--- config.mk ---
export PLATFORM = sky130hd
export DESIGN_NAME = hscp_port
export DESIGN_NICKNAME = d
export VERILOG_FILES = /design/src/core/hscp_pkg.sv /design/src/core/hscp_port.sv
export SDC_FILE = /design/constraint.sdc
export NUM_CORES = 1
export LEC_CHECK = 0
export ABC_AREA = 1
export ABC_CLOCK_PERIOD_IN_PS = 6100
export BUFFER_PORTS_ARGS = -buffer_cell sky130_fd_sc_hd__buf_2
export CORE_MARGIN = 4
export CORE_UTILIZATION = 60
export CTS_BUF_LIST = sky130_fd_sc_hd__clkbuf_4
export DETAILED_ROUTE_END_ITERATION = 8
export PLACE_DENSITY = 0.88
export SYNTH_ARGS = -nofsm -noshare
export SYNTH_HDL_FRONTEND = slang
export SYNTH_HIERARCHICAL = 1
export SYNTH_SLANG_ARGS = --single-unit
--- constraint.sdc ---
create_clock -name mclk -period 6.1 [get_ports mclk]
set_clock_uncertainty 0.2 [all_clocks]
set_input_delay 1.22 -clock mclk [delete_from_list [all_inputs] [get_ports mclk]]
set_output_delay 1.22 -clock mclk [all_outputs]
set_load 0.01 [all_outputs]
--- src/core/hscp_pkg.sv ---
// Constants, states and carrier types of the host serial command port
package hscp_pkg;

  // ----------------------------------------------------------------
  // Byte codes
  // ----------------------------------------------------------------
  localparam logic [1:0] MODE_REG_WR   = 2'h0;
  localparam logic [1:0] MODE_REG_RD   = 2'h1;
  localparam logic [1:0] MODE_FIFO     = 2'h2;
  localparam logic [1:0] MODE_CMD      = 2'h3;
  localparam logic [7:0] SPACE_B_BYTE  = 8'hfb;
  localparam logic [5:0] SUB_FIFO_LOAD = 6'h00;
  localparam logic [5:0] SUB_PTM_A     = 6'h20;
  localparam logic [5:0] SUB_PTM_F     = 6'h28;
  localparam logic [5:0] SUB_PTM_TSN   = 6'h2c;
  localparam logic [5:0] SUB_FIFO_READ = 6'h1f;
  localparam logic [5:0] CMD_TRANSPARENT = 6'h1c;
  localparam logic [6:0] I2C_SLAVE_ADDR  = 7'h50;
  localparam logic [7:0] IDLE_READ_BYTE  = 8'hff;
  localparam logic [7:0] ZERO_BYTE       = 8'h00;

  // ----------------------------------------------------------------
  // Passive target memory layout
  // ----------------------------------------------------------------
  localparam int PTM_AW = 7;
  localparam logic [PTM_AW-1:0] PTM_A_START   = 7'h00;
  localparam logic [PTM_AW-1:0] PTM_F_START   = 7'h0f;
  localparam logic [PTM_AW-1:0] PTM_TSN_START = 7'h24;

  // ----------------------------------------------------------------
  // Bit counting
  // ----------------------------------------------------------------
  localparam logic [3:0] BIT_ONE  = 4'h1;
  localparam logic [3:0] BIT_LAST = 4'h7;
  localparam logic [3:0] BIT_FULL = 4'h8;

  // Synchroniser lanes
  localparam int SY_I2C = 4;
  localparam int SY_SSN = 3;
  localparam int SY_SCL = 2;
  localparam int SY_MOSI = 1;
  localparam int SY_SDA = 0;

  // ----------------------------------------------------------------
  // States and carriers
  // ----------------------------------------------------------------
  typedef enum logic [2:0] {
    P_MODE, P_REG_WR, P_REG_RD, P_FIFO_LD, P_PTM_LD, P_FIFO_RD, P_IGNORE
  } hscp_proc_t;

  typedef enum logic [2:0] {
    I_IDLE, I_ADDR, I_ADDR_ACK, I_RX, I_RX_ACK, I_TX, I_TX_ACK
  } hscp_i2c_t;

  typedef struct packed {
    logic       spaceB;
    logic [5:0] addr;
    logic [7:0] data;
    logic       write;
  } hscp_reg_wr_t;

  typedef struct packed {
    logic [PTM_AW-1:0] addr;
    logic [7:0]        data;
    logic              write;
  } hscp_ptm_wr_t;

endpackage

--- src/core/hscp_port.sv ---
// Host serial command port: SPI and I2C slave front end with load FIFO
`timescale 1ns/100ps
`default_nettype none

// What this block does
// - SPI register write: address after mode bits, bytes MSB first, commit at last bit.
// - Writes to absent or read-only registers change nothing.
// - SPI register read shifts bytes out MSB first, address incrementing per byte.
// - Read of an absent register returns zero on SPI.
// - Byte FBh before a register access selects space B until select rises.
// - After FIFO read mode, successive FIFO bytes shift out while clocked.
// - Direct command is one byte, top bits 11, six-bit code, no arguments.
// - SPI direct command starts at the rising edge of select.
// - Host waits during long commands; device raises interrupt on completion.
// - Immediate command may be followed by another mode in same select period.
// - Passive target load stores from area start at consecutive locations.
// - I2C slave answers at fixed seven-bit address 50h.
// - I2C register write uses SPI write mode byte, incrementing addresses.
// - I2C register read returns incrementing registers, zero where absent.
// - I2C FIFO or passive target load stores the following data bytes.
// - I2C FIFO read supplies successive FIFO bytes while master reads.
// - I2C host waits during long commands; interrupt signals completion.
// - I2C space B byte after address holds space B until Stop.
// - Transparent command over I2C hands lines to the front end.
// - Select low then one clock pulse ends transparent mode.
// - First byte top bits decode write, read, FIFO/memory, command.
// - SPI mode 1: sample on falling edge, drive on rising, select low.
// - Passive target load areas start at locations 0, 15 and 36.

// ------------------------------------------------------------------
// Load FIFO
// ------------------------------------------------------------------
module hscp_fifo #(
  parameter int WIDTH = 8,
  parameter int DEPTH = 16
) (
  input  wire logic             mclk,
  input  wire logic             arst_n,
  input  wire logic             inValid,
  output logic                  inReady,
  input  wire logic [WIDTH-1:0] inData,
  output logic                  outValid,
  input  wire logic             outReady,
  output logic      [WIDTH-1:0] outData
);
  localparam int AW = $clog2(DEPTH);
  localparam logic [AW:0] CNT_FULL = (AW+1)'(DEPTH);
  localparam logic [AW-1:0] PTR_LAST = AW'(DEPTH-1);

  typedef struct packed {
    logic [DEPTH-1:0][WIDTH-1:0] mem;
    logic [AW-1:0]               wr;
    logic [AW-1:0]               rd;
    logic [AW:0]                 count;
  } hscp_fifo_st_t;

  hscp_fifo_st_t s;
  hscp_fifo_st_t n;
  logic          push;
  logic          pop;

  always_comb
  begin
    n = s;
    push = inValid && (s.count != CNT_FULL);
    pop = outReady && (s.count != '0);
    if (push)
    begin
      n.mem[s.wr] = inData;
      n.wr = (s.wr == PTR_LAST) ? '0 : s.wr + 1'b1;
    end
    if (pop)
    begin
      n.rd = (s.rd == PTR_LAST) ? '0 : s.rd + 1'b1;
    end
    n.count = s.count + (AW+1)'(push) - (AW+1)'(pop);
  end

  always_ff @(posedge mclk or negedge arst_n)
  begin
    if (!arst_n)
      s <= '0;
    else
      s <= n;
  end

  assign inReady = (s.count != CNT_FULL);
  assign outValid = (s.count != '0);
  assign outData = s.mem[s.rd];
endmodule

// ------------------------------------------------------------------
// Port engine
// ------------------------------------------------------------------
module hscp_port #(
  parameter int FIFO_DEPTH = 16
) (
  input  wire logic                 mclk,
  input  wire logic                 arst_n,
  input  wire logic                 i2cEnable,
  input  wire logic                 serialSelectN,
  input  wire logic                 sclk,
  input  wire logic                 mosi,
  input  wire logic                 sdaIn,
  output logic                      serialOut,
  output logic                      serialOe,
  output logic [5:0]                regAddr,
  output logic                      regSpaceB,
  input  wire logic [7:0]           regRdata,
  input  wire logic                 regExists,
  input  wire logic                 regWritable,
  output hscp_pkg::hscp_reg_wr_t    regWr,
  output hscp_pkg::hscp_ptm_wr_t    ptmWr,
  output logic                      fifoRdReq,
  input  wire logic [7:0]           fifoRdData,
  output logic                      fifoOutValid,
  input  wire logic                 fifoOutReady,
  output logic [7:0]                fifoOutData,
  output logic                      cmdStart,
  output logic [5:0]                cmdCode,
  input  wire logic                 cmdDone,
  output logic                      irq,
  output logic                      transparentMode,
  output logic                      loadOverflow
);

  typedef struct packed {
    logic [4:0]             syn1;
    logic [4:0]             syn2;
    logic [4:0]             prev;
    hscp_pkg::hscp_proc_t   proc;
    hscp_pkg::hscp_i2c_t    i2c;
    logic                   spaceB;
    logic [5:0]             addr;
    logic [hscp_pkg::PTM_AW-1:0] ptmAddr;
    logic                   cmdPend;
    logic [5:0]             cmdHeld;
    logic [7:0]             rxSh;
    logic [7:0]             txSh;
    logic [3:0]             cnt;
    logic                   rw;
    logic                   needTx;
    logic                   wrPend;
    logic [7:0]             wrData;
    logic                   outBit;
    logic                   outOe;
    hscp_pkg::hscp_reg_wr_t wr;
    hscp_pkg::hscp_ptm_wr_t ptm;
    logic                   push;
    logic [7:0]             pushData;
    logic                   fifoRd;
    logic                   cmdGo;
    logic [5:0]             cmdOut;
    logic                   irq;
    logic                   transp;
    logic                   ovf;
  } hscp_st_t;

  hscp_st_t s;
  hscp_st_t n;
  logic     pushReady;

  // Locals of the next-state logic
  logic       i2cMode;
  logic       ssn;
  logic       sclR;
  logic       sclF;
  logic       sclHigh;
  logic       sda;
  logic       rxV;
  logic [7:0] rxB;
  logic       txReq;
  logic       frameStart;
  logic       frameEnd;
  logic       readState;

  always_comb
  begin
    n = s;
    rxV = 1'b0;
    rxB = s.rxSh;
    txReq = 1'b0;
    frameStart = 1'b0;
    frameEnd = 1'b0;
    n.syn1 = {i2cEnable, serialSelectN, sclk, mosi, sdaIn};
    n.syn2 = s.syn1;
    n.prev = s.syn2;
    n.wr.write = 1'b0;
    n.ptm.write = 1'b0;
    n.push = 1'b0;
    n.fifoRd = 1'b0;
    n.cmdGo = 1'b0;
    n.needTx = 1'b0;
    i2cMode = s.syn2[hscp_pkg::SY_I2C];
    ssn = s.syn2[hscp_pkg::SY_SSN];
    sclR = s.syn2[hscp_pkg::SY_SCL] && !s.prev[hscp_pkg::SY_SCL];
    sclF = !s.syn2[hscp_pkg::SY_SCL] && s.prev[hscp_pkg::SY_SCL];
    sclHigh = s.syn2[hscp_pkg::SY_SCL] && s.prev[hscp_pkg::SY_SCL];
    sda = s.syn2[hscp_pkg::SY_SDA];
    readState = (s.proc == hscp_pkg::P_REG_RD) || (s.proc == hscp_pkg::P_FIFO_RD);

    // ----------------------------------------------------------------
    // SPI slave
    // ----------------------------------------------------------------
    if (!i2cMode)
    begin
      if (ssn && !s.prev[hscp_pkg::SY_SSN])
      begin
        frameEnd = 1'b1;
        n.outOe = 1'b0;
      end
      if (!ssn && s.prev[hscp_pkg::SY_SSN])
      begin
        frameStart = 1'b1;
        n.cnt = '0;
        n.outOe = 1'b0;
      end
      else if (!ssn)
      begin
        if (sclR)
        begin
          n.outBit = s.txSh[7];
          n.txSh = {s.txSh[6:0], 1'b0};
        end
        if (sclF)
        begin
          n.rxSh = {s.rxSh[6:0], s.syn2[hscp_pkg::SY_MOSI]};
          n.cnt = s.cnt + 4'h1;
          if (s.cnt == hscp_pkg::BIT_LAST)
          begin
            rxV = 1'b1;
            rxB = {s.rxSh[6:0], s.syn2[hscp_pkg::SY_MOSI]};
            n.cnt = '0;
            n.needTx = 1'b1;
          end
        end
      end
      txReq = s.needTx;
    end
    // Transparent mode leaves the lines to the front end until released
    else if (s.transp)
    begin
      n.outOe = 1'b0;
      if (!ssn && sclR)
        n.transp = 1'b0;
    end
    // ----------------------------------------------------------------
    // I2C slave
    // ----------------------------------------------------------------
    else
    begin
      n.outBit = 1'b0;
      if (sclHigh && sda && !s.prev[hscp_pkg::SY_SDA])
      begin
        n.i2c = hscp_pkg::I_IDLE;
        n.outOe = 1'b0;
        frameEnd = 1'b1;
      end
      else if (sclHigh && !sda && s.prev[hscp_pkg::SY_SDA])
      begin
        // Repeated start keeps the byte processor state for reads
        n.i2c = hscp_pkg::I_ADDR;
        n.cnt = '0;
        n.outOe = 1'b0;
        frameStart = 1'b1;
      end
      else
      begin
        case (s.i2c)
          hscp_pkg::I_ADDR:
          begin
            if (sclR)
            begin
              n.rxSh = {s.rxSh[6:0], sda};
              n.cnt = s.cnt + 4'h1;
            end
            if (sclF && s.cnt == hscp_pkg::BIT_FULL)
            begin
              if (s.rxSh[7:1] == hscp_pkg::I2C_SLAVE_ADDR)
              begin
                n.outOe = 1'b1;
                n.rw = s.rxSh[0];
                n.i2c = hscp_pkg::I_ADDR_ACK;
                txReq = s.rxSh[0];
              end
              else
                n.i2c = hscp_pkg::I_IDLE;
            end
          end
          hscp_pkg::I_ADDR_ACK, hscp_pkg::I_TX_ACK:
          begin
            if (sclR && s.i2c == hscp_pkg::I_TX_ACK)
            begin
              if (sda)
                n.i2c = hscp_pkg::I_IDLE;
              else
                txReq = 1'b1;
            end
            if (sclF)
            begin
              n.cnt = '0;
              n.outOe = 1'b0;
              n.i2c = hscp_pkg::I_RX;
              if (s.rw)
              begin
                n.outOe = !s.txSh[7];
                n.txSh = {s.txSh[6:0], 1'b0};
                n.cnt = hscp_pkg::BIT_ONE;
                n.i2c = hscp_pkg::I_TX;
              end
            end
          end
          hscp_pkg::I_RX:
          begin
            if (sclR)
            begin
              n.rxSh = {s.rxSh[6:0], sda};
              n.cnt = s.cnt + 4'h1;
            end
            if (sclF && s.cnt == hscp_pkg::BIT_FULL)
            begin
              rxV = 1'b1;
              // A full FIFO refuses the byte with a NACK
              n.outOe = !(s.proc == hscp_pkg::P_FIFO_LD && !pushReady);
              n.i2c = hscp_pkg::I_RX_ACK;
            end
          end
          hscp_pkg::I_RX_ACK:
          begin
            if (sclF)
            begin
              n.outOe = 1'b0;
              n.cnt = '0;
              n.i2c = hscp_pkg::I_RX;
            end
          end
          hscp_pkg::I_TX:
          begin
            if (sclF)
            begin
              if (s.cnt == hscp_pkg::BIT_FULL)
              begin
                n.outOe = 1'b0;
                n.i2c = hscp_pkg::I_TX_ACK;
              end
              else
              begin
                n.outOe = !s.txSh[7];
                n.txSh = {s.txSh[6:0], 1'b0};
                n.cnt = s.cnt + 4'h1;
              end
            end
          end
          default:
            n.i2c = hscp_pkg::I_IDLE;
        endcase
      end
    end

    // ----------------------------------------------------------------
    // Frame boundaries
    // ----------------------------------------------------------------
    if (frameStart && !i2cMode)
    begin
      n.proc = hscp_pkg::P_MODE;
      n.cmdPend = 1'b0;
    end
    if (frameEnd)
    begin
      n.spaceB = 1'b0;
      n.proc = hscp_pkg::P_MODE;
      n.cmdPend = 1'b0;
      if (s.cmdPend)
      begin
        n.cmdGo = 1'b1;
        n.cmdOut = s.cmdHeld;
        if (i2cMode && s.cmdHeld == hscp_pkg::CMD_TRANSPARENT)
          n.transp = 1'b1;
      end
    end

    // ----------------------------------------------------------------
    // Register write commit, one cycle after the byte so address is stable
    // ----------------------------------------------------------------
    if (s.wrPend)
    begin
      n.wrPend = 1'b0;
      n.wr.spaceB = s.spaceB;
      n.wr.addr = s.addr;
      n.wr.data = s.wrData;
      n.wr.write = regExists && regWritable;
      n.addr = s.addr + 6'h01;
    end

    // ----------------------------------------------------------------
    // Byte processor, shared by both links
    // ----------------------------------------------------------------
    if (rxV)
    begin
      case (s.proc)
        hscp_pkg::P_MODE:
        begin
          if (rxB == hscp_pkg::SPACE_B_BYTE)
            n.spaceB = 1'b1;
          else
          begin
            case (rxB[7:6])
              hscp_pkg::MODE_REG_WR:
              begin
                n.proc = hscp_pkg::P_REG_WR;
                n.addr = rxB[5:0];
              end
              hscp_pkg::MODE_REG_RD:
              begin
                n.proc = hscp_pkg::P_REG_RD;
                n.addr = rxB[5:0];
              end
              hscp_pkg::MODE_FIFO:
              begin
                case (rxB[5:0])
                  hscp_pkg::SUB_FIFO_LOAD: n.proc = hscp_pkg::P_FIFO_LD;
                  hscp_pkg::SUB_FIFO_READ: n.proc = hscp_pkg::P_FIFO_RD;
                  hscp_pkg::SUB_PTM_A:
                  begin
                    n.proc = hscp_pkg::P_PTM_LD;
                    n.ptmAddr = hscp_pkg::PTM_A_START;
                  end
                  hscp_pkg::SUB_PTM_F:
                  begin
                    n.proc = hscp_pkg::P_PTM_LD;
                    n.ptmAddr = hscp_pkg::PTM_F_START;
                  end
                  hscp_pkg::SUB_PTM_TSN:
                  begin
                    n.proc = hscp_pkg::P_PTM_LD;
                    n.ptmAddr = hscp_pkg::PTM_TSN_START;
                  end
                  default: n.proc = hscp_pkg::P_IGNORE;
                endcase
              end
              default:
              begin
                // Stay in mode decode so an immediate command can chain
                n.cmdPend = 1'b1;
                n.cmdHeld = rxB[5:0];
              end
            endcase
          end
        end
        hscp_pkg::P_REG_WR:
        begin
          n.wrPend = 1'b1;
          n.wrData = rxB;
        end
        hscp_pkg::P_FIFO_LD:
        begin
          n.push = 1'b1;
          n.pushData = rxB;
          if (!pushReady)
            n.ovf = 1'b1;
        end
        hscp_pkg::P_PTM_LD:
        begin
          // Overrun walks into the next area
          n.ptm.write = 1'b1;
          n.ptm.addr = s.ptmAddr;
          n.ptm.data = rxB;
          n.ptmAddr = s.ptmAddr + 1'b1;
        end
        default:
          n.proc = s.proc;
      endcase
    end

    if (txReq)
    begin
      case (s.proc)
        hscp_pkg::P_REG_RD:
        begin
          n.txSh = regExists ? regRdata : hscp_pkg::ZERO_BYTE;
          n.addr = s.addr + 6'h01;
        end
        hscp_pkg::P_FIFO_RD:
        begin
          n.txSh = fifoRdData;
          n.fifoRd = 1'b1;
        end
        default:
          n.txSh = hscp_pkg::IDLE_READ_BYTE;
      endcase
      if (!i2cMode)
        n.outOe = readState;
    end

    // Completion sets the interrupt even in the cycle a new access clears it
    n.irq = cmdDone || (s.irq && !frameStart);
    if (!i2cMode && frameStart)
      n.ovf = 1'b0;
  end

  always_ff @(posedge mclk or negedge arst_n)
  begin
    if (!arst_n)
    begin
      s <= '0;
      s.syn1 <= 5'h08;
      s.syn2 <= 5'h08;
      s.prev <= 5'h08;
    end
    else
      s <= n;
  end

  // ------------------------------------------------------------------
  // Load FIFO toward the core
  // ------------------------------------------------------------------
  hscp_fifo #(
    .WIDTH (8),
    .DEPTH (FIFO_DEPTH)
  ) u_fifo (
    .mclk     (mclk),
    .arst_n   (arst_n),
    .inValid  (s.push),
    .inReady  (pushReady),
    .inData   (s.pushData),
    .outValid (fifoOutValid),
    .outReady (fifoOutReady),
    .outData  (fifoOutData)
  );

  assign serialOut = s.outBit;
  assign serialOe = s.outOe;
  assign regAddr = s.addr;
  assign regSpaceB = s.spaceB;
  assign regWr = s.wr;
  assign ptmWr = s.ptm;
  assign fifoRdReq = s.fifoRd;
  assign cmdStart = s.cmdGo;
  assign cmdCode = s.cmdOut;
  assign irq = s.irq;
  assign transparentMode = s.transp;
  assign loadOverflow = s.ovf;
endmodule

`default_nettype wire

Yosys cells after proc, flatten, opt, wreduce, memory -nomap -nowiden

Cells that the tools add are included.

$add $sub $neg: 7
$lt $le $gt $ge: 3
Eq/ne operators: 61
Muxes and demuxes: 147
Bitwise gates (word level): 5
Reductions and logical operators: 63

Operators by type and width:

| operator                                      | number |
|---|---|
| bitwise mux 128 bit                           | 1 |
| 2-to-1 mux 8 bit                              | 13 |
| 2-to-1 mux 1 bit                              | 69 |
| 2-to-1 mux 21 bit                             | 3 |
| 2-to-1 mux 20 bit                             | 3 |
| inequality test 4 bit (second input constant) | 13 |
| 2-to-1 mux 12 bit                             | 4 |
| 2-to-1 mux 3 bit                              | 15 |
| 2-to-1 mux 7 bit                              | 6 |
| binary-select mux 8 bit (select 4 bit)        | 1 |
| demux 8 bit (select 4 bit)                    | 1 |
| 2-to-1 mux 16 bit                             | 2 |
| 2-to-1 mux 4 bit                              | 8 |
| case mux 8 bit (2 select lines)               | 2 |
| 2-to-1 mux 9 bit                              | 3 |
| 2-to-1 mux 6 bit                              | 4 |
| case mux 7 bit (3 select lines)               | 1 |
| logical AND 1 bit                             | 20 |
| equality test 6 bit (second input constant)   | 3 |
| case mux 3 bit (3 select lines)               | 2 |
| case mux 4 bit (4 select lines)               | 1 |
| equality test 3 bit (second input constant)   | 5 |
| inequality test 5 bit (second input constant) | 3 |
| case mux 3 bit (5 select lines)               | 1 |
| other kinds (50)                              | 102 |

Bits in registers: 267
Bits of input ports: 27
Output and inout bits: 61
Logic and storage cells: 339

Longest topological paths before layout

Gate-level depths: netlist of the first run.

Word-level depth: 16
Depth in mapped cells: 16
Mapped depth without buffers: 16

Modules after synthesis

Netlist of the first run, hierarchy kept.

Modules (own cells, without submodules):

| module    | instances | cells an instance | area an instance (µm²) | seq. area each (µm²) |
|---|---|---|---|---|
| hscp_fifo | 1         | 1,057             | 7,833.8                | 3,528.4 |
| hscp_port | 1         | 810               | 6,567.5                | 3,131.8 |

Worst setup path before layout of the first run

No wires, ideal clock.

Kind: input -> register
Start point: input port fifoOutReady
End point: register u_fifo/s[4] (netlist name)
Library setup time: 0.079 ns
Data arrival time: 2.635 ns
Required time: 5.821 ns
Slack: 3.186 ns
Stages: 9
Buffers on the path: 0
Cell sequence: nand2_1 inv_1 ha_1 inv_1 ha_1 inv_1 fa_1 o21ai_0 xor2_1

RTL lines:

| element              | line             | RTL |
|---|---|---|
| start, declared      | hscp_port.sv:117 | `input wire logic fifoOutReady,` |
| end signal, assigned | hscp_port.sv:84  | `s <= n;` |
| end, declared        | hscp_port.sv:57  | `hscp_fifo_st_t s;` |

Worst setup path after layout of the first run

Start point: register u_fifo/s[6] (netlist name)
End point: output port fifoOutData[6]

Longest elaborated chain between the ends: 2

Ends and longest elaborated chain:

| element                                | line             | RTL |
|---|---|---|
| binary-select mux 8 bit (select 4 bit) | hscp_port.sv:89  | `assign outData = s.mem[s.rd];` |
| 2-to-1 mux 8 bit (not written as such) | hscp_port.sv:89  |  |
| end, declared                          | hscp_port.sv:118 | `output logic [7:0] fifoOutData,` |

Every way passes these cells. The select of a mux whose other input is x is not followed.

==> results of run 1 <==
[routing by layer]
layer  share of wire  wire length, µm
met5               0                0
met4           0.047             1748
met3           0.075             2762
met2            0.48            17760
met1            0.40            14680
[layout make-up]
cell class / count / area (µm²) / area share
flip-flops and latches: 266 / 6661 / 0.4329
multi-input cells: 1260 / 6122 / 0.3978
clock buffers: 106 / 795.8 / 0.05171
well taps: 319 / 399.1 / 0.02594
repair buffers: 93 / 503.0 / 0.03269
inverters: 218 / 820.8 / 0.05334
clock inverters: 14 / 81.33 / 0.005285
diodes: 2 / 5.005 / 0.0003252
[path summary, 6_finish.rpt]
| path | from | end | slack (ps) | cells past startpoint |
|---|---|---|---|---|
| worst min register to register | n[119]$_DFF_PN0_ | n[114]$_DFF_PN0_ | 150 | 0 |
| worst max-delay path | u_fifo/s[6]$_DFFE_PN0P_ | fifoOutData[6] | 1450 | 6 |
| min in group asynchronous | arst_n | u_fifo/s[117]$_DFFE_PN0P_ | 380 | 1 |
| worst max register to register | u_fifo/s[3]$_DFF_PN0_ | u_fifo/s[4]$_DFF_PN0_ | 3230 | 12 |
| worst min-delay path | n[119]$_DFF_PN0_ | n[114]$_DFF_PN0_ | 150 | 0 |
| max in group asynchronous | arst_n | regWr[9]$_DFFE_PN0P_ | 4010 | 2 |
[where the power goes]
group          total (mW)  switching (mW)  internal, mW
combinational        1.05           0.706         0.347
sequential           1.92           0.104          1.82
clock                1.55           0.718         0.831
[state kept, by name (all words and copies together) (netlist names), 6 cells and up]
register and count:
cmdCode 6, n 9, ptmWr 16, regAddr 6, regWr 16, s 63, u_fifo/s 141
[logic make-up after synthesis]
logic type / count (synthesis) / synth area share
AOI/OAI and AO/OA: 154 / 0.06299
xor gates and xnor gates: 11 / 0.006690
adders and majority gates: 16 / 0.01442
buffers and inverters: 341 / 0.1124
DFF: 266 / 0.4625
and+or+nand+nor: 1079 / 0.3410
[layout by cell type (no fill, tap or decap), types with 2 or more instances in the layout]
| cell type | synthesis | routed |
|---|---|---|
| sky130_fd_sc_hd__nand3_1 | 306 | 306 |
| sky130_fd_sc_hd__inv_2 | 19 | 20 |
| sky130_fd_sc_hd__o22ai_1 | 3 | 3 |
| sky130_fd_sc_hd__inv_1 | 196 | 196 |
| sky130_fd_sc_hd__a22oi_1 | 2 | 2 |
| sky130_fd_sc_hd__or2_2 | 8 | 8 |
| sky130_fd_sc_hd__nand2_1 | 613 | 613 |
| sky130_fd_sc_hd__nand3_2 | 3 | 3 |
| sky130_fd_sc_hd__nor2_4 | 19 | 19 |
| sky130_fd_sc_hd__clkinv_1 | 3 | 12 |
| sky130_fd_sc_hd__a32o_1 | 9 | 9 |
| sky130_fd_sc_hd__nand2_4 | 11 | 11 |
| sky130_fd_sc_hd__or2_0 | 12 | 12 |
| sky130_fd_sc_hd__o211ai_1 | 2 | 2 |
| sky130_fd_sc_hd__a21oi_1 | 14 | 14 |
| sky130_fd_sc_hd__nor2_1 | 58 | 58 |
| sky130_fd_sc_hd__buf_4 | 47 | 5 |
| sky130_fd_sc_hd__dfrtp_1 | 263 | 262 |
| sky130_fd_sc_hd__diode_2 | 0 | 2 |
| sky130_fd_sc_hd__nand2_2 | 22 | 22 |
| sky130_fd_sc_hd__a31oi_1 | 5 | 5 |
| sky130_fd_sc_hd__nor2_2 | 9 | 9 |
| sky130_fd_sc_hd__o21ai_0 | 68 | 68 |
| sky130_fd_sc_hd__xnor2_1 | 4 | 4 |
| sky130_fd_sc_hd__dfstp_2 | 3 | 3 |
| sky130_fd_sc_hd__o31ai_1 | 4 | 4 |
| sky130_fd_sc_hd__o21ai_2 | 3 | 3 |
| sky130_fd_sc_hd__nor3_1 | 4 | 4 |
| sky130_fd_sc_hd__buf_2 | 21 | 86 |
| sky130_fd_sc_hd__nand4_1 | 6 | 6 |
| sky130_fd_sc_hd__o21ai_1 | 37 | 37 |
| sky130_fd_sc_hd__clkinv_2 | 0 | 2 |
| sky130_fd_sc_hd__clkbuf_4 | 0 | 106 |
| sky130_fd_sc_hd__ha_1 | 15 | 15 |
| sky130_fd_sc_hd__xor2_1 | 7 | 7 |
==> results.md, run 1 <==
- The synthesized design spends more area on one cell type than any other, namely sky130_fd_sc_hd__dfrtp_1.
- The final non-filler cell total is 2278.
- The clock reaches the later pin of the worst-skew pair after 680 ps.
- The post-CTS setup buffer count is 0.
- The data arrival at the endpoint of the critical path is 3230 ps.
- The die width is 162.9 µm.
- The clock tree synthesis step divided the H-tree into 3 levels.
- The sum of negative setup slack is 0 ps.
- By area the synthesized netlist is led by sky130_fd_sc_hd__dfrtp_1 46%, sky130_fd_sc_hd__nand2_1 16%, sky130_fd_sc_hd__nand3_1 11%, sky130_fd_sc_hd__inv_1 5.1%, sky130_fd_sc_hd__buf_4 2.5%.
- For this design, the CTS-stage hold fixing added 0 buffers.
- The ratio of total power to cell area is 294.1 mW/mm².
- The critical path is of the reg -> out type.
- Among cell families on the critical path, the largest total delay comes from flip-flops.
- The post-synth net total is 1910.
- After synthesis the cells add up to 0.01440 mm².
- The run finished with clean final reports.
- The count of filler cells inserted in the layout is 2045.
- The fraction of final layout cells with drive strength greater than 1 is 0.1599.
- No sink is reached through more buffers than the 3 on the longest clock path.
- The first-pass GRT wire length is 61.40 mm.
- With fillers left out, the area of the finished cells amounts to 0.01539 mm².
- The pin count of the biggest net entering global routing is 110.
- The core outline area is 0.02354 mm².
- The number of input and output port buffers inserted is 87.
- The worst IR drop on VDD is 0.1665 mV.
- The detailed placement HPWL is 25.33 mm.
- The worst hold margin is 146.9 ps.
- Counting distinct cell types in the post-synthesis netlist gives 52.
- The via count of the first global-routing pass is 12440.
- The maximum clock frequency is 215.0 MHz.
- Synthesis produced 1867 cells.
- The vias after detailed routing is 12770.
- The sequential cell area fraction in the yosys report is 0.4625.
- The initial utilization of the core area, before any placement, comes to 0.6117.
- The critical path endpoint category is an output pin.
- The most common cell in the synthesized netlist is sky130_fd_sc_hd__nand2_1.
- The mean number of vias per cell is 5.605.
- The core occupancy in the finished layout is 0.6536.
- The global placement routability congestion is 0.9787.
- The number of register bits inferred by synthesis is 266.
- The first detailed-routing pass ran for 6 iterations.
- The detail route stage leaves a number of antenna-violating nets equal to 0.
- The global-route layer with the greatest usage is met2.
- Traced cell by cell, the critical path runs through inv_1 -> nand3_1 -> nand3_1 -> nand3_1 -> nand2_1 -> buf_2.
- The initial antenna violation count is 1.
- The residual DRC count is 0.
- The number of enable-type register cells in the synthesized netlist is 0.
- In this run, the number of DRC markers left after iteration 0 of detailed routing was 1630.
- The final worst-path cycle share is 0.7626.
- The path category of the worst min-delay check is reg -> reg.
- The per-cell routed wire length is 16.22 µm.
- Once placement completed, the tool counted placed cells totaling 2156.
- The critical path contains buffers and inverters numbering 2 combined.
- The max-slew violation total from the final report is 0.
- The delay of the slowest critical-path stage is 1090 ps.
- Global routing finished with a remaining overflow of 0.
- In the global route stage, overall resource usage came out at 0.2839.
- Summing internal, switching and leakage power gives 4.525 mW.
- The mean post-synth cell area is 7.714 µm².
- The die height is 162.9 µm.
- The number of warnings printed during yosys synthesis is 6.
- For met3 alone, demand over resource in global routing was 0.05594.
- The share of synthesized area in the top cell type comes to 0.4570.
- The placed instances occupy a cell area of 0.01451 mm².
- Setup violations remaining at the end of the flow were counted as 0.
- Subtracting the final worst setup slack from the clock period gives 4652 ps.
- The max-capacitance violation count is 0.
- The fraction of met2 tracks used by global routing is 0.4636.
- In this run the static leakage power is 8.276 nW.
- The most numerous cell type found on the critical path is sky130_fd_sc_hd__nand3_1.
- The clock tree from TritonCTS is yes.
- For this block, the routed nets add up to 36.95 mm of wire.
- The met1 usage in global routing is 0.3668.
- Row generation in the floorplan step produced 56 rows.
- OpenSTA, run right after detailed placement, puts the worst setup slack at 2223 ps.
- After clock tree synthesis, the clock-pin slew on the worst setup and hold paths is 60 ps.
- Among all stages on the critical path, the largest delay is contributed by sky130_fd_sc_hd__dfrtp_1.
- The number of sinks driven by the clock tree is 266.
- By count the netlist is led by 613 x sky130_fd_sc_hd__nand2_1, 306 x sky130_fd_sc_hd__nand3_1, 263 x sky130_fd_sc_hd__dfrtp_1.
- Along the worst path, the maximum fanout reaches 35.
- The startpoint type of the worst setup path is a register.
- In the synthesized netlist the dominant register cell turns out to be sky130_fd_sc_hd__dfrtp_1.
- The number of hold violations in the final report is 0.
- Relative to the synthesized area, the layout overhead comes to 6.855%.
- 88 I/O pins were placed.
- The worst-margin pin slew is 1128 ps.
- Setup repair after global routing left no endpoint under its margin.
- The data required time at the worst endpoint is 4680 ps.
- After the last flow step, the layout net total stands at 1952.
- The floorplan step defined a die boundary enclosing 0.02654 mm².
- After synthesis, the share of flip-flops with an asynchronous set or reset is 1.000.
- The clock root buffer master is sky130_fd_sc_hd__clkbuf_4.
- TritonCTS created 70 clock buffers.
- The normalized max-slew margin is 0.2481.
- The worst path setup slack after routing is 1448 ps.
- After clock tree synthesis, the repair step resized 0 gates.
(Power assumes the default switching activity.)
==> run 2: changes to the inputs <==
Settings changed: ABC_CLOCK_PERIOD_IN_PS 6100 to 3830, CORE_UTILIZATION 60 to 57, PLACE_DENSITY 0.88 to 0.87.
Clock period 6.1 ns to 3.83 ns, I/O delays scaled along.
==> run 2 against run 1 <==
Compared with the run above: sequential share of layout area decreased by 0.44 points; clock power increased by 60%; first-iteration DRC count decreased by 11%; non-clock buffer count increased by 13; via count about the same; global-route usage decreased by 2.2 points; cell area increased by 1.0%; critical path type unchanged.
==> results.md, run 2 (same netlist as run 1, synthesis figures left out) <==
- In this run the count of I/O pins placed on the die edge is 88.
- The maximum clock frequency is 287.7 MHz.
- The count of filler cells inserted in the layout is 2082.
- The insertion delay of the later-clocked pin in the worst-skew pair is 710 ps.
- The number of hold violations in the final report came to 0.
- The hold buffer count at CTS is 6.
- The worst setup path is captured at an output pin.
- The total congestion overflow is 0.
- The number of cells on the worst reg-to-reg path is 8.
- For this block, the via count after detailed routing is 12760.
- The number of clock buffers added by TritonCTS is 69.
- The max-slew violation total from the final report is 0.
- Among all stages on the critical path, the largest delay is contributed by sky130_fd_sc_hd__inv_1.
- The share of total power dissipated in combinational logic is 0.246.
- The reg2reg setup slack is 1110 ps.
- Clock tree synthesis found a total of 266 sinks.
- Across every metal layer, demand over resource in global routing totals 0.2616.
- The worst hold path was traced through 2 stages.
- The clock tree buffer depth is 3.
- In this run, post-CTS repair resized a total of 0 instances.
- The completed layout was analyzed and its total power is 7.255 mW.
- The first detailed-routing pass took 6 iterations.
- The multi-input combinational cells in the finished layout cover a total of 0.006122 mm².
- The core outline area is 0.02460 mm².
- The cell family with the largest share of critical-path delay is buffers and inverters.
- The endpoint of the lowest-slack register-to-register path is ptmWr[11]$_DFFE_PN0P_.
- In this run the number of cells on the critical path is 8.
- The ratio of total power to cell area is 466.7 mW/mm².
- In this design, the stage delay of the slowest critical-path cell is 580 ps.
- The initial antenna violation count is 1.
- The largest registers in the layout are u_fifo/s: 141 flops, s: 63 flops.
- The clock period could shrink to 3476 ps.
- The analysis attributes to net switching a power of 2.448 mW.
- The worst setup path is of the reg -> out kind.
- The internal power of the cells totals 4.807 mW.
- The number of buffers and inverters on the critical path is 3.
- The share of total power dissipated in sequential elements is 0.411.
- In this run the worst setup path terminates at fifoOutData[1].
- The worst-margin pin slew is 978.6 ps.
- Across the run, the number of max-cap violations was 0.
- In the routed layout, each cell is associated on average with a via count of 5.570.
- The clock tree from TritonCTS is yes.
- Setup repair after global routing left no endpoint under its margin.
- The detail route stage leaves a number of antenna-violating nets equal to 0.
- The first global-routing pass estimated 61.02 mm of wire.
- The fraction of final layout cells with drive strength greater than 1 is 0.1607.
- The root buffer cell chosen for the clock tree is sky130_fd_sc_hd__clkbuf_4.
- The tightest min-delay check is of the in -> reg type.
- The top cell types in the final layout, fill and taps aside, are 613 x sky130_fd_sc_hd__nand2_1, 306 x sky130_fd_sc_hd__nand3_1, 262 x sky130_fd_sc_hd__dfrtp_1.
- Of the total power, the clock network draws 0.343.
- The register with the highest flop count is u_fifo/s.
- The net count of the finished layout is 1964.
- The floorplan step set the die width to 167.0 µm.
- The number of rows in the core area is 57.
- The effective utilization at floorplan is 0.5853.
- The startpoint identified for the worst register-to-register timing path is s[65]$_DFFE_PN0P_.
- At the worst endpoint, the arrival time is 2510 ps.
- The global placement routability congestion is 0.9440.
- Walking the worst path, the cells encountered are inv_1 -> buf_12 -> nand2_1 -> nand3_1 -> nand3_1 -> nand3_1 -> nand2_1 -> buf_2.
- The data required time at the worst endpoint is 2860 ps.
- The startpoint type of the worst setup path is a register.
- The run finished with clean final reports.
- From bottom edge to top edge, the die measures 167.0 µm.
- The sum of negative setup slack is 0 ps.
- The count of buffers added on input and output ports is 87.
- Of the total power, the share spent switching nets is 0.3374.
- In this run the worst path has a maximum fanout of 25.
- The post-CTS setup buffer count is 0.
- The flip-flop count of the largest register, all copies and words added is 141.
- The total length of routed wires is 36.86 mm.
- The initial detailed-routing violation count is 1445.
- The final worst-path cycle share is 0.9076.
- After detailed routing, the number of remaining DRC violations is 0.
- The most numerous cell type found on the critical path is sky130_fd_sc_hd__nand3_1.
- Detailed placement finished with a half-perimeter wire length of 24.82 mm.
- In this run the tightest slew margin relative to its limit is 0.3476.
- The area taken by flip-flops and latches is 0.006661 mm².
- The critical path starts at u_fifo/s[5]$_DFFE_PN0P_.
- The per-cell routed wire length is 16.09 µm.
- Entering global routing, the biggest net connects 92 pins.
- The via count of the first global-routing pass is 12510.
- The worst-case IR drop observed on VDD is 0.3444 mV.
- Compared with the post-synthesis result, the final layout area differs by 7.950%.
- Setup violations remaining at the end of the flow were counted as 0.
- The maximum level of the CTS H-tree is 3.
- The analysis attributes to cell leakage a power of 8.333 nW.
- The total die area is 0.02787 mm².
- The most common cell after layout, fill and taps aside is sky130_fd_sc_hd__nand2_1.
- The clock slew seen by the registers of the worst setup and hold paths is 70 ps.
==> run 2: changes by cell type in the layout (fill, tap and decap cells not counted), sizes merged <==
cell         change
buf              +7
clkbuf           -7
dlygate4sd3      +6
clkinvlp         +2
bufinv           +1
clkinv           -1
diode            -1
inv              +1
==> run 2: worst reg2reg max path: stages (launching register included) <==
cell and delay (ps):
sky130_fd_sc_hd__dfrtp_1 390, sky130_fd_sc_hd__inv_1 110, sky130_fd_sc_hd__ha_1 160, sky130_fd_sc_hd__nand3_1 180
sky130_fd_sc_hd__nor2_2 190, sky130_fd_sc_hd__nand2_2 120, sky130_fd_sc_hd__o31ai_4 290, sky130_fd_sc_hd__nand2_1 570
sky130_fd_sc_hd__o21ai_0 440
==> run 2: worst min-delay path by stage <==
stage                                start                 to  slack, ps
after floorplan           n[121]$_DFF_PN0_  i2cMode$_DFF_PN0_        130
after global placement    n[118]$_DFF_PN0_   n[113]$_DFF_PN0_        130
after detailed placement  n[117]$_DFF_PN0_   n[112]$_DFF_PN0_        140
after CTS                          cmdDone      irq$_DFF_PN0_         60
after global routing               cmdDone      irq$_DFF_PN0_         60
final                              cmdDone      irq$_DFF_PN0_         90
==> run 2: cell type report <==
cell class,count,area share
Sequential cell,266,0.4285
Multi-Input combinational cell,1260,0.3938
Inverter,218,0.05280
Clock buffer,99,0.04781
Timing Repair Buffer,106,0.04282
Tap cell,324,0.02608
Clock inverter,17,0.008048
Antenna cell,1,0.0001610
==> run 2: per-layer routing <==
metal,global-route usage,vias up,share of wire,wire length (µm)
met5,0,-,0,0
met4,0.1113,0,0.040,1463
met3,0.05641,132,0.084,3086
met2,0.4276,625,0.47,17460
met1,0.3389,5987,0.40,14850
li1,-,6017,-,-
==> run 2: metrics by stage <==
stage               cells    util  setup slack (ps)  area [µm²]  hold slack (ps)
floorplan            1867       -              1295       14400            131.2
global placement     2168  0.5940              1177       14620            133.0
detailed placement   2168  0.5940              1097       14620            140.2
CTS                  2290  0.6317             363.0       15540            64.99
global route         2291  0.6318             206.4       15550            58.79
finish               2291  0.6318             353.9       15550            89.35
==> run 2: power by group through the flow <==
stage                     clock, mW  combinational (mW)  sequential, mW
after floorplan                   0                1.25            3.00
after global placement            0                1.69            3.03
after detailed placement          0                1.75            3.03
after CTS                      2.53                1.76            2.98
after global routing           2.68                1.97            2.99
final                          2.48                1.79            2.98
==> run 3: changes to the inputs <==
Settings changed: CAP_MARGIN set to 20, REMOVE_ABC_BUFFERS set to 1, TNS_END_PERCENT set to 5.
==> run 3 against run 2 <==
Compared with the run above: first-iteration DRC count grew 8.0%; highest routed layer unchanged; register-to-register slack gained 30 ps; critical path type unchanged; wire length shrank 0.91%; combinational power grew 3%.
==> results.md, run 3 (same netlist as run 1, synthesis figures left out) <==
- The flow ran to the end, and the final reports show no timing, DRC or antenna violations.
- Dividing the final minimum period by the clock period gives 0.8936.
- TritonCTS built the clock tree.
- The effective utilization at floorplan is 0.5853.
- STA classifies the critical path startpoint as a register.
- The clock slew seen by the registers of the worst setup and hold paths is 60 ps.
- The analysis attributes to cell leakage a power of 8.364 nW.
- The summed area of non-filler cells in the final layout is 0.01558 mm².
- The register with the most flip-flops in the layout has 141 of them.
- Across the run, the number of max-cap violations was 0.
- The number of input and output port buffers inserted is 87.
- Headroom to the max-slew limit came out at 0.3352.
- The total area inside the core boundary comes to 0.02460 mm².
- In the final layout, flip-flops and latches occupy 0.006661 mm².
- For this block, the routed nets add up to 36.53 mm of wire.
- The timing endpoint of the critical path is fifoOutData[1].
- The final net count is 1968.
- The register with the highest flop count is u_fifo/s.
- The total congestion overflow is 0.
- The global placement routability congestion is 0.9593.
- At the end of the flow the core is filled with cells to 0.6333.
- In the routed design, unresolved DRC markers number 0.
- Data on the critical path is required at its endpoint by 2860 ps.
- The clock root buffer master is sky130_fd_sc_hd__clkbuf_4.
- The worst IR drop on VDD is 0.4513 mV.
- In the final layout, the registers with the most flip-flops are u_fifo/s: 141 flops, s: 63 flops.
- Setup repair after global routing left no endpoint under its margin.
- The endpoint of the lowest-slack register-to-register path is ptmWr[6]$_DFFE_PN0P_.
- The worst-margin pin slew is 997.2 ps.
- The number of search-and-repair iterations in the first detailed-routing pass is 7.
- The routed layout has 12600 vias.
- Leaving out fill and tap cells, the most frequent cell in the layout is sky130_fd_sc_hd__nand2_1.
- The filler cells instantiated in the layout total 2089.
- The pin count of the biggest net entering global routing is 89.
- The multi-input combinational cell area is 0.006122 mm².
- The detail route stage leaves a number of antenna-violating nets equal to 0.
- In this run, the number of DRC markers left after iteration 0 of detailed routing was 1561.
- The initial antenna violation count is 1.
- The data arrival at the endpoint of the critical path is 2460 ps.
- The worst register-to-register path begins at s[65]$_DFFE_PN0P_.
- The clock tree buffer depth is 3.
- The fraction of final layout cells with drive strength greater than 1 is 0.1636.
- The overall power is 7.404 mW.
- For flop-to-flop paths, the worst setup slack is 1140 ps.
- The maximum clock frequency is 292.2 MHz.
- From bottom edge to top edge, the die measures 167.0 µm.
- Counting cells, the worst reg-to-reg path comes to 8.
- The initialized floorplan defines 57 standard-cell rows.
- Using the TritonRoute via totals, the vias-per-cell ratio works out to 5.477.
- The number of clock buffers added by TritonCTS is 71.
- The via count of the first global-routing pass is 12300.
- The die covers 0.02787 mm².
- The kind of critical path is reg -> out.
- The insertion delay of the later-clocked pin in the worst-skew pair is 700 ps.
- Summed over all nets, the half-perimeter wirelength after detailed placement is 24.13 mm.
- The first global-routing pass estimated 60.30 mm of wire.
- The max-slew violation total from the final report is 0.
- After clock tree synthesis, the repair step resized 0 gates.
- The path class of the tightest hold or removal check is in -> reg.
- The ratio of total power to cell area is 475.2 mW/mm².
- In the layout the commonest cells are 613 x sky130_fd_sc_hd__nand2_1, 306 x sky130_fd_sc_hd__nand3_1, 262 x sky130_fd_sc_hd__dfrtp_1.
- The time the worst path needs with I/O delays and setup is 3423 ps.
- The per-cell routed wire length is 15.88 µm.
- The worst setup path is captured at an output pin.
- The setup violation total in the final timing report is 0.
- The most critical setup path has its startpoint at u_fifo/s[5]$_DFFE_PN0P_.
- For this run, the total global-route usage over all layers was measured as 0.2598.
- From left edge to right edge, the die measures 167.0 µm.
- The area of placed instances is 0.01461 mm².
- From synthesis to final layout, the design area changed by 8.201%.
- For this design, the sink count on the clock tree is 266.
- For this design the top-level I/O count stands at 88.
- The number of hold violations in the final report is 0.
- The largest fanout on the critical path is 49.
- The H-tree was split into 3 levels.
-- run 3: cell types whose count changed in the layout (fill, tap and decap cells not counted), moves of 2 or more --
cell / delta
sky130_fd_sc_hd__clkinv_2: +2
sky130_fd_sc_hd__inv_2: -2
sky130_fd_sc_hd__clkbuf_4: +6
sky130_fd_sc_hd__buf_4: +4
sky130_fd_sc_hd__buf_12: -2
-- run 3: final cells by class --
class                      count  share of cell area
multi-input combinational   1260              0.3929
antenna                        2           0.0003212
sequential                   266              0.4275
clock buffer                 105             0.05059
clock inverter                17            0.007949
inverter                     218             0.05267
tap                          324             0.02602
timing repair buffer         108             0.04207
-- run 3: how the worst min path moves through the flow --
stage                           from                 end  cells after the start
global route                 cmdDone       irq$_DFF_PN0_                      2
CTS                      regWritable  regWr[0]$_DFF_PN0_                      3
finish                       cmdDone       irq$_DFF_PN0_                      2
floorplan           n[121]$_DFF_PN0_   i2cMode$_DFF_PN0_                      0
global placement    n[117]$_DFF_PN0_    n[112]$_DFF_PN0_                      0
detailed placement  n[117]$_DFF_PN0_    n[112]$_DFF_PN0_                      0
-- run 3: critical path: stages, from the launching register on --
cell                      delay, ps
sky130_fd_sc_hd__dfrtp_2        420
sky130_fd_sc_hd__inv_1           50
sky130_fd_sc_hd__buf_4          470
sky130_fd_sc_hd__nand2_1        140
sky130_fd_sc_hd__nand3_1        150
sky130_fd_sc_hd__nand3_1        170
sky130_fd_sc_hd__nand3_1        130
sky130_fd_sc_hd__nand2_1         70
sky130_fd_sc_hd__buf_2          140
-- run 3: power by group --
part	internal [mW]	switching, mW
logic	0.582	1.26
clock network	1.39	1.18
registers	2.90	0.0934
total	4.87	2.54
-- run 3: per-layer routing --
| layer | up-vias | GRT usage | wire, µm |
|---|---|---|---|
| met5 | - | 0 | 0 |
| met4 | 0 | 0.1071 | 1157 |
| met3 | 108 | 0.05760 | 3007 |
| met2 | 598 | 0.4273 | 17610 |
| met1 | 5851 | 0.3346 | 14760 |
| li1 | 6041 | - | - |
-- run 3: stage by stage --
step	setup WS [ps]	hold WS (ps)	cells	setup TNS [ps]
6_report	407.4	82.16	2300	0
5_1_grt	345.1	56.54	2300	0
3_5_place_dp	1096	145.7	2170	0
2_1_floorplan	-82.31	131.2	1744	-629.6
4_1_cts	469.6	45.30	2298	0
3_3_place_gp	1156	131.7	2170	0
-- run 3: repair_timing --
| item | CTS | global route |
|---|---|---|
| buffers inserted | 0 | 0 |
| hold buffers | 6 | 0 |
| endpoints found under the hold margin | 74 | 0 |
